File: src/flash_host_defines.svh
`ifndef FLASH_HOST_DEFINES_SVH
`define FLASH_HOST_DEFINES_SVH

// ============================================================
// Command codes written into the device's command latch
`define CMD_READ_ARRAY      8'h00
`define CMD_READ_IDENT      8'h90
`define CMD_ERASE           8'h20
`define CMD_ERASE_CHECK     8'hA0
`define CMD_PROGRAM         8'h40
`define CMD_PROGRAM_CHECK   8'hC0
`define CMD_RESET           8'hFF

// ============================================================
// Readback meaning a fully erased byte
`define ERASED_BYTE         8'hFF

// ============================================================
// Bus timing, in ns, and derived counts at the 50 ns clock
`define CLK_PERIOD_NS       50
`define T_SETUP_NS          100
`define T_STROBE_NS         100
`define T_HOLD_NS           50
`define T_ACCESS_NS         150
`define SETUP_CYC   ((`T_SETUP_NS + `CLK_PERIOD_NS - 1) / `CLK_PERIOD_NS)
`define STROBE_CYC  ((`T_STROBE_NS + `CLK_PERIOD_NS - 1) / `CLK_PERIOD_NS)
`define HOLD_CYC    ((`T_HOLD_NS + `CLK_PERIOD_NS - 1) / `CLK_PERIOD_NS)
// Read waits access time plus three synchroniser stages
`define ACCESS_CYC  (((`T_ACCESS_NS + `CLK_PERIOD_NS - 1) / `CLK_PERIOD_NS) + 3)

`endif

File: src/flash_host_pkg.sv
`default_nettype none

package flash_host_pkg;

    // Operations the user may request
    typedef enum logic [2:0]
    {
        OP_READ,
        OP_READ_ID,
        OP_ERASE,
        OP_ERASE_CHECK,
        OP_PROGRAM,
        OP_PROGRAM_CHECK,
        OP_RESET
    } op_t;

    // Bus sequencer phases
    typedef enum logic [2:0]
    {
        ST_IDLE,
        ST_SETUP,
        ST_STROBE,
        ST_HOLD,
        ST_READ,
        ST_FINISH
    } phase_t;

endpackage

`default_nettype wire

File: src/flash_host.sv
// What this block does
// - Reads drive chip select and output gate low together to get data.
// - After writing 90H, reads at 0000H and 0001H return identifier codes.
// - Write is strobe low with chip select low; address at fall, data at rise.
// - Chip erase is two consecutive writes of 20H.
// - Programming is 40H then a write of target address and data.
// - Erase verify writes A0H with address; next read gives verify data.
// - Program verify writes C0H with no address; next read checks last byte.
// - Reset is two writes of FFH, then a defined command must follow.
// - Erase verify readback of FFH means byte erased, else erase again; the host only flags erased_r and never repeats the erase itself.
`include "flash_host_defines.svh"
`default_nettype none

module flash_host
#(
    parameter int ADDR_W = 18
)
(
    // Clock and reset
    input  wire logic                   ref_clk,
    input  wire logic                   nrst,
    // User request port
    input  wire logic                   req_valid,
    input  wire flash_host_pkg::op_t    req_op,
    input  wire logic [ADDR_W-1:0]      req_addr,
    input  wire logic [7:0]             req_data,
    input  wire logic                   supply_request,
    input  wire logic                   supply_ok,
    // User answer port
    output logic                        busy_r,
    output logic                        done_r,
    output logic                        refused_r,
    output logic [7:0]                  rdata_r,
    output logic                        erased_r,
    // Device pins
    output logic                        supply_en_r,
    output logic                        chip_sel_n_r,
    output logic                        out_gate_n_r,
    output logic                        write_n_r,
    output logic [ADDR_W-1:0]           addr_r,
    output logic [7:0]                  dq_out_r,
    output logic                        dq_oe_r,
    input  wire logic [7:0]             dq_in
);
    import flash_host_pkg::*;
    localparam logic [7:0] SETUP_N  = 8'(`SETUP_CYC);
    localparam logic [7:0] STROBE_N = 8'(`STROBE_CYC);
    localparam logic [7:0] HOLD_N   = 8'(`HOLD_CYC);
    localparam logic [7:0] ACCESS_N = 8'(`ACCESS_CYC);
    // ============================================================
    // State
    typedef struct packed {
        phase_t             phase;
        op_t                op;
        logic               step;
        logic [7:0]         cnt;
        logic [ADDR_W-1:0]  uaddr;
        logic [7:0]         udata;
        logic [7:0]         s1;
        logic [7:0]         s2;
        logic [7:0]         s3;
        logic               busy;
        logic               done;
        logic               refused;
        logic [7:0]         rdata;
        logic               erased;
        logic               supply_en;
        logic               ce_n;
        logic               oe_n;
        logic               we_n;
        logic [ADDR_W-1:0]  addr;
        logic [7:0]         dq;
        logic               dq_oe;
    } state_t;
    state_t st_r;
    state_t st_nxt;
    // ============================================================
    // Sequence table: what bus cycle each step of an operation is
    function automatic logic step_is_read(input op_t op, input logic step);
        step_is_read = step && (op == OP_READ || op == OP_READ_ID
                                || op == OP_ERASE_CHECK || op == OP_PROGRAM_CHECK);
    endfunction
    function automatic logic [7:0] step_code(input op_t op, input logic step,
                                             input logic [7:0] udata);
        logic [7:0] c;
        c = `CMD_READ_ARRAY;
        case (op)
            OP_READ:          c = `CMD_READ_ARRAY;
            OP_READ_ID:       c = `CMD_READ_IDENT;
            OP_ERASE:         c = `CMD_ERASE;
            OP_ERASE_CHECK:   c = `CMD_ERASE_CHECK;
            OP_PROGRAM:       c = step ? udata : `CMD_PROGRAM;
            OP_PROGRAM_CHECK: c = `CMD_PROGRAM_CHECK;
            OP_RESET:         c = `CMD_RESET;
            default:          c = `CMD_READ_ARRAY;
        endcase
        step_code = c;
    endfunction
    function automatic logic [ADDR_W-1:0] step_addr(input op_t op, input logic step,
                                                    input logic [ADDR_W-1:0] ua);
        logic [ADDR_W-1:0] a;
        a = '0;
        case (op)
            OP_READ:        a = step ? ua : '0;
            OP_READ_ID:     a = step ? {{(ADDR_W-1){1'b0}}, ua[0]} : '0;
            OP_ERASE_CHECK: a = ua;
            OP_PROGRAM:     a = step ? ua : '0;
            default:        a = '0;
        endcase
        step_addr = a;
    endfunction
    // ============================================================
    // Next-state logic
    always_comb
    begin
        st_nxt = st_r;
        st_nxt.done = 1'b0;
        st_nxt.refused = 1'b0;
        // Three-stage input sync; data is taken only when stages 2 and 3 agree
        st_nxt.s1 = dq_in;
        st_nxt.s2 = st_r.s1;
        st_nxt.s3 = st_r.s2;
        case (st_r.phase)
            ST_IDLE:
            begin
                // Supply may only switch between operations; a taken command keeps it on
                st_nxt.supply_en = (req_valid && st_r.supply_en && supply_ok) || supply_request;
                st_nxt.ce_n = 1'b1;
                st_nxt.oe_n = 1'b1;
                st_nxt.we_n = 1'b1;
                st_nxt.dq_oe = 1'b0;
                if (req_valid)
                begin
                    st_nxt.op = req_op;
                    st_nxt.uaddr = req_addr;
                    st_nxt.udata = req_data;
                    if (!(st_r.supply_en && supply_ok))
                    begin
                        // Without supply only plain array reads make sense
                        if (req_op == OP_READ)
                        begin
                            st_nxt.step = 1'b1;
                            st_nxt.phase = ST_SETUP;
                            st_nxt.busy = 1'b1;
                            st_nxt.cnt = SETUP_N;
                        end
                        else
                        begin
                            st_nxt.refused = 1'b1;
                            st_nxt.done = 1'b1;
                        end
                    end
                    else
                    begin
                        st_nxt.step = 1'b0;
                        st_nxt.phase = ST_SETUP;
                        st_nxt.busy = 1'b1;
                        st_nxt.cnt = SETUP_N;
                    end
                end
            end
            ST_SETUP:
            begin
                // Address settles with chip select low before any strobe
                st_nxt.ce_n = 1'b0;
                st_nxt.addr = step_addr(st_r.op, st_r.step, st_r.uaddr);
                if (st_r.cnt <= 8'h01)
                begin
                    if (step_is_read(st_r.op, st_r.step))
                    begin
                        st_nxt.oe_n = 1'b0;
                        st_nxt.cnt = ACCESS_N;
                        st_nxt.phase = ST_READ;
                    end
                    else
                    begin
                        // Data only driven while output gate is high
                        st_nxt.dq = step_code(st_r.op, st_r.step, st_r.udata);
                        st_nxt.dq_oe = 1'b1;
                        st_nxt.we_n = 1'b0;
                        st_nxt.cnt = STROBE_N;
                        st_nxt.phase = ST_STROBE;
                    end
                end
                else
                begin
                    st_nxt.cnt = st_r.cnt - 8'h01;
                end
            end
            ST_STROBE:
            begin
                if (st_r.cnt <= 8'h01)
                begin
                    // Rising edge latches data and starts erase or program
                    st_nxt.we_n = 1'b1;
                    st_nxt.cnt = HOLD_N;
                    st_nxt.phase = ST_HOLD;
                end
                else
                begin
                    st_nxt.cnt = st_r.cnt - 8'h01;
                end
            end
            ST_HOLD:
            begin
                if (st_r.cnt <= 8'h01)
                begin
                    // Deselect between cycles; a running pulse keeps going
                    st_nxt.dq_oe = 1'b0;
                    st_nxt.ce_n = 1'b1;
                    if (st_r.step)
                    begin
                        st_nxt.phase = ST_FINISH;
                    end
                    else
                    begin
                        st_nxt.step = 1'b1;
                        st_nxt.cnt = SETUP_N;
                        st_nxt.phase = ST_SETUP;
                    end
                end
                else
                begin
                    st_nxt.cnt = st_r.cnt - 8'h01;
                end
            end
            ST_READ:
            begin
                if (st_r.cnt <= 8'h01 && st_r.s2 == st_r.s3)
                begin
                    st_nxt.rdata = st_r.s3;
                    st_nxt.erased = (st_r.s3 == `ERASED_BYTE);
                    st_nxt.oe_n = 1'b1;
                    st_nxt.ce_n = 1'b1;
                    st_nxt.phase = ST_FINISH;
                end
                else if (st_r.cnt > 8'h01)
                begin
                    st_nxt.cnt = st_r.cnt - 8'h01;
                end
            end
            ST_FINISH:
            begin
                st_nxt.busy = 1'b0;
                st_nxt.done = 1'b1;
                st_nxt.phase = ST_IDLE;
            end
            default:
            begin
                st_nxt.phase = ST_IDLE;
            end
        endcase
    end
    // ============================================================
    // State register
    always_ff @(posedge ref_clk or negedge nrst)
    begin
        if (!nrst)
        begin
            st_r <= '{phase: ST_IDLE, op: OP_READ, ce_n: 1'b1, oe_n: 1'b1,
                      we_n: 1'b1, default: '0};
        end
        else
        begin
            st_r <= st_nxt;
        end
    end
    // ============================================================
    // Outputs straight from the state flops
    assign busy_r       = st_r.busy;
    assign done_r       = st_r.done;
    assign refused_r    = st_r.refused;
    assign rdata_r      = st_r.rdata;
    assign erased_r     = st_r.erased;
    assign supply_en_r  = st_r.supply_en;
    assign chip_sel_n_r = st_r.ce_n;
    assign out_gate_n_r = st_r.oe_n;
    assign write_n_r    = st_r.we_n;
    assign addr_r       = st_r.addr;
    assign dq_out_r     = st_r.dq;
    assign dq_oe_r      = st_r.dq_oe;
endmodule

`default_nettype wire

File: config.mk
export PLATFORM = sky130hd
export DESIGN_NAME = flash_host
export DESIGN_NICKNAME = d
export VERILOG_FILES = /design/src/flash_host_pkg.sv /design/src/flash_host.sv
export VERILOG_INCLUDE_DIRS = /design/src
export SDC_FILE = /design/constraint.sdc
export NUM_CORES = 1
export LEC_CHECK = 0
export BUFFER_PORTS_ARGS = -buffer_cell sky130_fd_sc_hd__buf_4
export CAP_MARGIN = 20
export CORE_MARGIN = 2
export CORE_UTILIZATION = 45
export DETAILED_ROUTE_END_ITERATION = 7
export GPL_TIMING_DRIVEN = 0
export PLACE_DENSITY = 0.66
export SLEW_MARGIN = 20
export SYNTH_ARGS = -nofsm -noshare
export SYNTH_HDL_FRONTEND = slang
export SYNTH_SLANG_ARGS = --single-unit
File: constraint.sdc
create_clock -name ref_clk -period 2.2 [get_ports ref_clk]
set_clock_uncertainty 0.15 [all_clocks]
set_input_delay 0.11 -clock ref_clk [delete_from_list [all_inputs] [get_ports ref_clk]]
set_output_delay 0.11 -clock ref_clk [all_outputs]
set_load 0.03 [all_outputs]
==> run_results.csv <==
group,metric,value,unit
outcome,status,"complete, no violations",
power,power_frac_seq,0.578,
drt,vias_per_cell,5.053,
logic_synthesis,synth_top_area_cell,"dfrtp_1",
placement,numPlacedInstances,605,
sta,fmax,473.0,MHz
logic_synthesis,async_flop_share,1.000,
global_route,grt.overflow.total,0,
logic_synthesis,synth_area,4720,µm²
drt,ant_nets,0,
clock_tree,htreeDepth,3,
cells_and_area,drive_gt1_frac,0.3989,
floorplanning,core-area,10230,µm²
cells_and_area,diodes,0,
power,p_comb_frac,0.075,
cells_and_area,n_fill_cell,827,
cells_and_area,final_common_cell,"buf_4",
sta,drv_slew,0,
floorplanning,num_rows,37,
global_route,antenna_found_initial,0,
drt,drtIter0Drc,136,
floorplanning,die_h,106.4,µm
logic_synthesis,yosysTopAreaCellShare,0.5567,
clock_tree,clk_latency,0.38,ns
logic_synthesis,synthCells,385,
cells_and_area,final_cell_mix,"buf_4 (121), dfrtp_1 (105), dlygate4sd3_1 (41), mux2_2 (36), nand2_1 (30)",
power,power,3.583,mW
placement,dp_hpwl,6.846,mm
clock_tree,cts_tree,"built",
drt,drt_wl_total,10.02,mm
global_route,grt_pass1_vias,3445,
clock_tree,root_buffer,"clkbuf_8",
placement,globalplace.congestion,0.8545,
logic_synthesis,syn-num-nets,429,
setup_path,arrival,2.24,ns
power,p_leak,3.010,nW
floorplanning,die_w,106.4,µm
power,switchingPower,928.5,µW
setup_path,crit_fanout,10,
global_route,grt_pass1_wl,16.66,mm
logic_synthesis,synth_area_per_cell,12.26,µm²
floorplanning,io_pins,85,
sta,hold_viol,0,
sta,period_needed,2.114,ns
drt,vias,3360,
logic_synthesis,synth_edf_count,0,
logic_synthesis,ys_types,55,
cells_and_area,syn_to_final_growth,31.31,%
global_route,grt_max_degree,109,
drt,firstDrtPassIters,4,
power,peakVddDrop,0.3953,mV
setup_path,cp-end-kind,"flip-flop",
logic_synthesis,yosysSeqAreaShare,0.5734,
drt,drc,0,
placement,port_buffers,84,
sta,fin_hold_ws,0.04303,ns
sta,setup_viol,0,
logic_synthesis,synth_flop_cell,"dfrtp_1",
job,maxCapViolCount,0,
global_route,grt_usage,0.1874,
power,p_sw_frac,0.2591,
sta,tightest_slew,0.9482,ns
min_path,hp-class,"in -> reg",
cells_and_area,final_nets,568,
clock_tree,clock_path_buffers,2,
drt,wire_per_inst,15.07,µm
power,power_frac_clock,0.346,
sta,fin_crit_sh,0.9609,
setup_path,r2r_setup_slack,0.09,ns
cells_and_area,instances_no_fill,665,
clock_tree,cts_buffers,9,
sta,slew_headroom,0.3678,
setup_path,crit_path_start_kind,"flip-flop",
setup_path,path_class,"reg -> reg",
floorplanning,die_area,11320,µm²
clock_tree,cts.sinks,108,
logic_synthesis,yosysWarningCount,0,
power,intPower,2.655,mW
logic_synthesis,yosys-top-cells-area,"dfrtp_1 (56%), mux2_2 (8.6%), buf_4 (5.7%)",
floorplanning,start_util,0.4613,
setup_path,worst_ep_required_time,2.33,ns
clock_tree,clkTransAtPathRegs,0.11,ns
power,powerDensity,578.2,nW/µm²
logic_synthesis,ys_ff_latch,108,
==> synth_stat cells, types with 3 or more instances <==
| cell type | count |
|---|---|
| buf_4 | 36 |
| or2_2 | 3 |
| nand2_1 | 30 |
| nor3_1 | 3 |
| clkbuf_1 | 3 |
| nor4_1 | 3 |
| nor2_1 | 12 |
| nor2b_1 | 3 |
| a22o_1 | 19 |
| o21bai_1 | 5 |
| xnor2_1 | 8 |
| buf_2 | 11 |
| nand4_1 | 5 |
| dfstp_2 | 3 |
| o21ai_0 | 12 |
| mux2_2 | 36 |
| a21oi_1 | 14 |
| nor3_2 | 3 |
| nand3_1 | 10 |
| o31ai_1 | 6 |
| dfrtp_1 | 105 |
| inv_1 | 8 |
| a21o_1 | 4 |
==> critical path: stages (launching register included) <==
cell,delay (ns)
dfrtp_1,0.39
inv_1,0.06
ha_2,0.21
or2_2,0.31
nand3_2,0.11
buf_8,0.15
nand3_1,0.08
a32o_2,0.30
mux2_2,0.26
==> cell type report <==
type,count,area (µm²),area share
Sequential cell,108,2706,0.4367
Multi-Input combinational cell,217,1655,0.2671
Timing Repair Buffer,128,1067,0.1722
Buffer,52,361.6,0.05835
Tap cell,136,170.2,0.02746
Clock buffer,9,123.9,0.01999
Clock inverter,7,82.58,0.01333
Inverter,8,30.03,0.004846
==> path summary, 6_finish.rpt <==
| check | start | endpoint | depth (start not counted) |
|---|---|---|---|
| min in group asynchronous | nrst | st_r[101] | 2 |
| max in group asynchronous | nrst | st_r[107] | 2 |
| worst max-delay path | st_r[93] | st_r[94] | 8 |
| worst max register to register | st_r[93] | st_r[94] | 8 |
| worst min register to register | st_nxt[53] | st_nxt[45] | 0 |
| worst min-delay path | supply_ok | refused_r | 4 |
==> sequential cells by signal, summed over array words and instances, names as in the netlist <==
| signal | flops |
|---|---|
| addr_r | 18 |
| busy_r | 1 |
| chip_sel_n_r | 1 |
| done_r | 1 |
| dq_oe_r | 1 |
| dq_out_r | 8 |
| erased_r | 1 |
| out_gate_n_r | 1 |
| rdata_r | 8 |
| refused_r | 1 |
| st_nxt | 16 |
| st_r | 49 |
| supply_en_r | 1 |
| write_n_r | 1 |
==> layer usage <==
metal / wire length, µm / track usage / part of all wire
met4: 213 / 0.07050 / 0.021
met5: 0 / 0 / 0
met2: 4841 / 0.3017 / 0.48
met1: 4479 / 0.2495 / 0.45
met3: 485 / 0.04108 / 0.048
==> per-stage QoR <==
stage / setup slack, ns / instance area [µm²] / utilization / TNS (ns)
after floorplan: 0.1423 / 4720 / - / 0
after global placement: -0.01516 / 5520 / 0.5396 / -0.02554
after detailed placement: -0.04420 / 5524 / 0.5399 / -0.05116
after CTS: 0.001071 / 6156 / 0.6017 / 0
after global routing: -0.03008 / 6197 / 0.6057 / -0.04435
final: 0.08595 / 6197 / 0.6057 / 0
==> power by group through the flow <==
stage	combinational, mW	clock, mW	sequential [mW]
floorplan	0.0933	0	2.10
global placement	0.211	0	2.11
detailed placement	0.217	0	2.11
CTS	0.274	1.28	2.07
global route	0.299	1.37	2.08
finish	0.270	1.24	2.07
==> cell families (layout without fill, tap and decap cells) <==
family,after synthesis,count (layout),share of synthesized area
AOI/OAI and AO/OA,85,85,0.1403
buffers and inverters,60,204,0.08112
adders and majority gates,2,2,0.005301
and+or+nand+nor,81,81,0.08855
muxes,39,39,0.09279
xor gates and xnor gates,10,10,0.01856
DFF,108,108,0.5734
==> repair_timing <==
item | CTS | global route
setup endpoints to repair | 4 | 27
setup buffers | 2 | 1
hold buffers | 41 | 0
cloned | 0 | 0
hold endpoints to repair | 145 | 0
gates resized for setup | 0 | 10
pin swaps | 0 | 0
No activity file was read; power rests on OpenSTA's default activity.
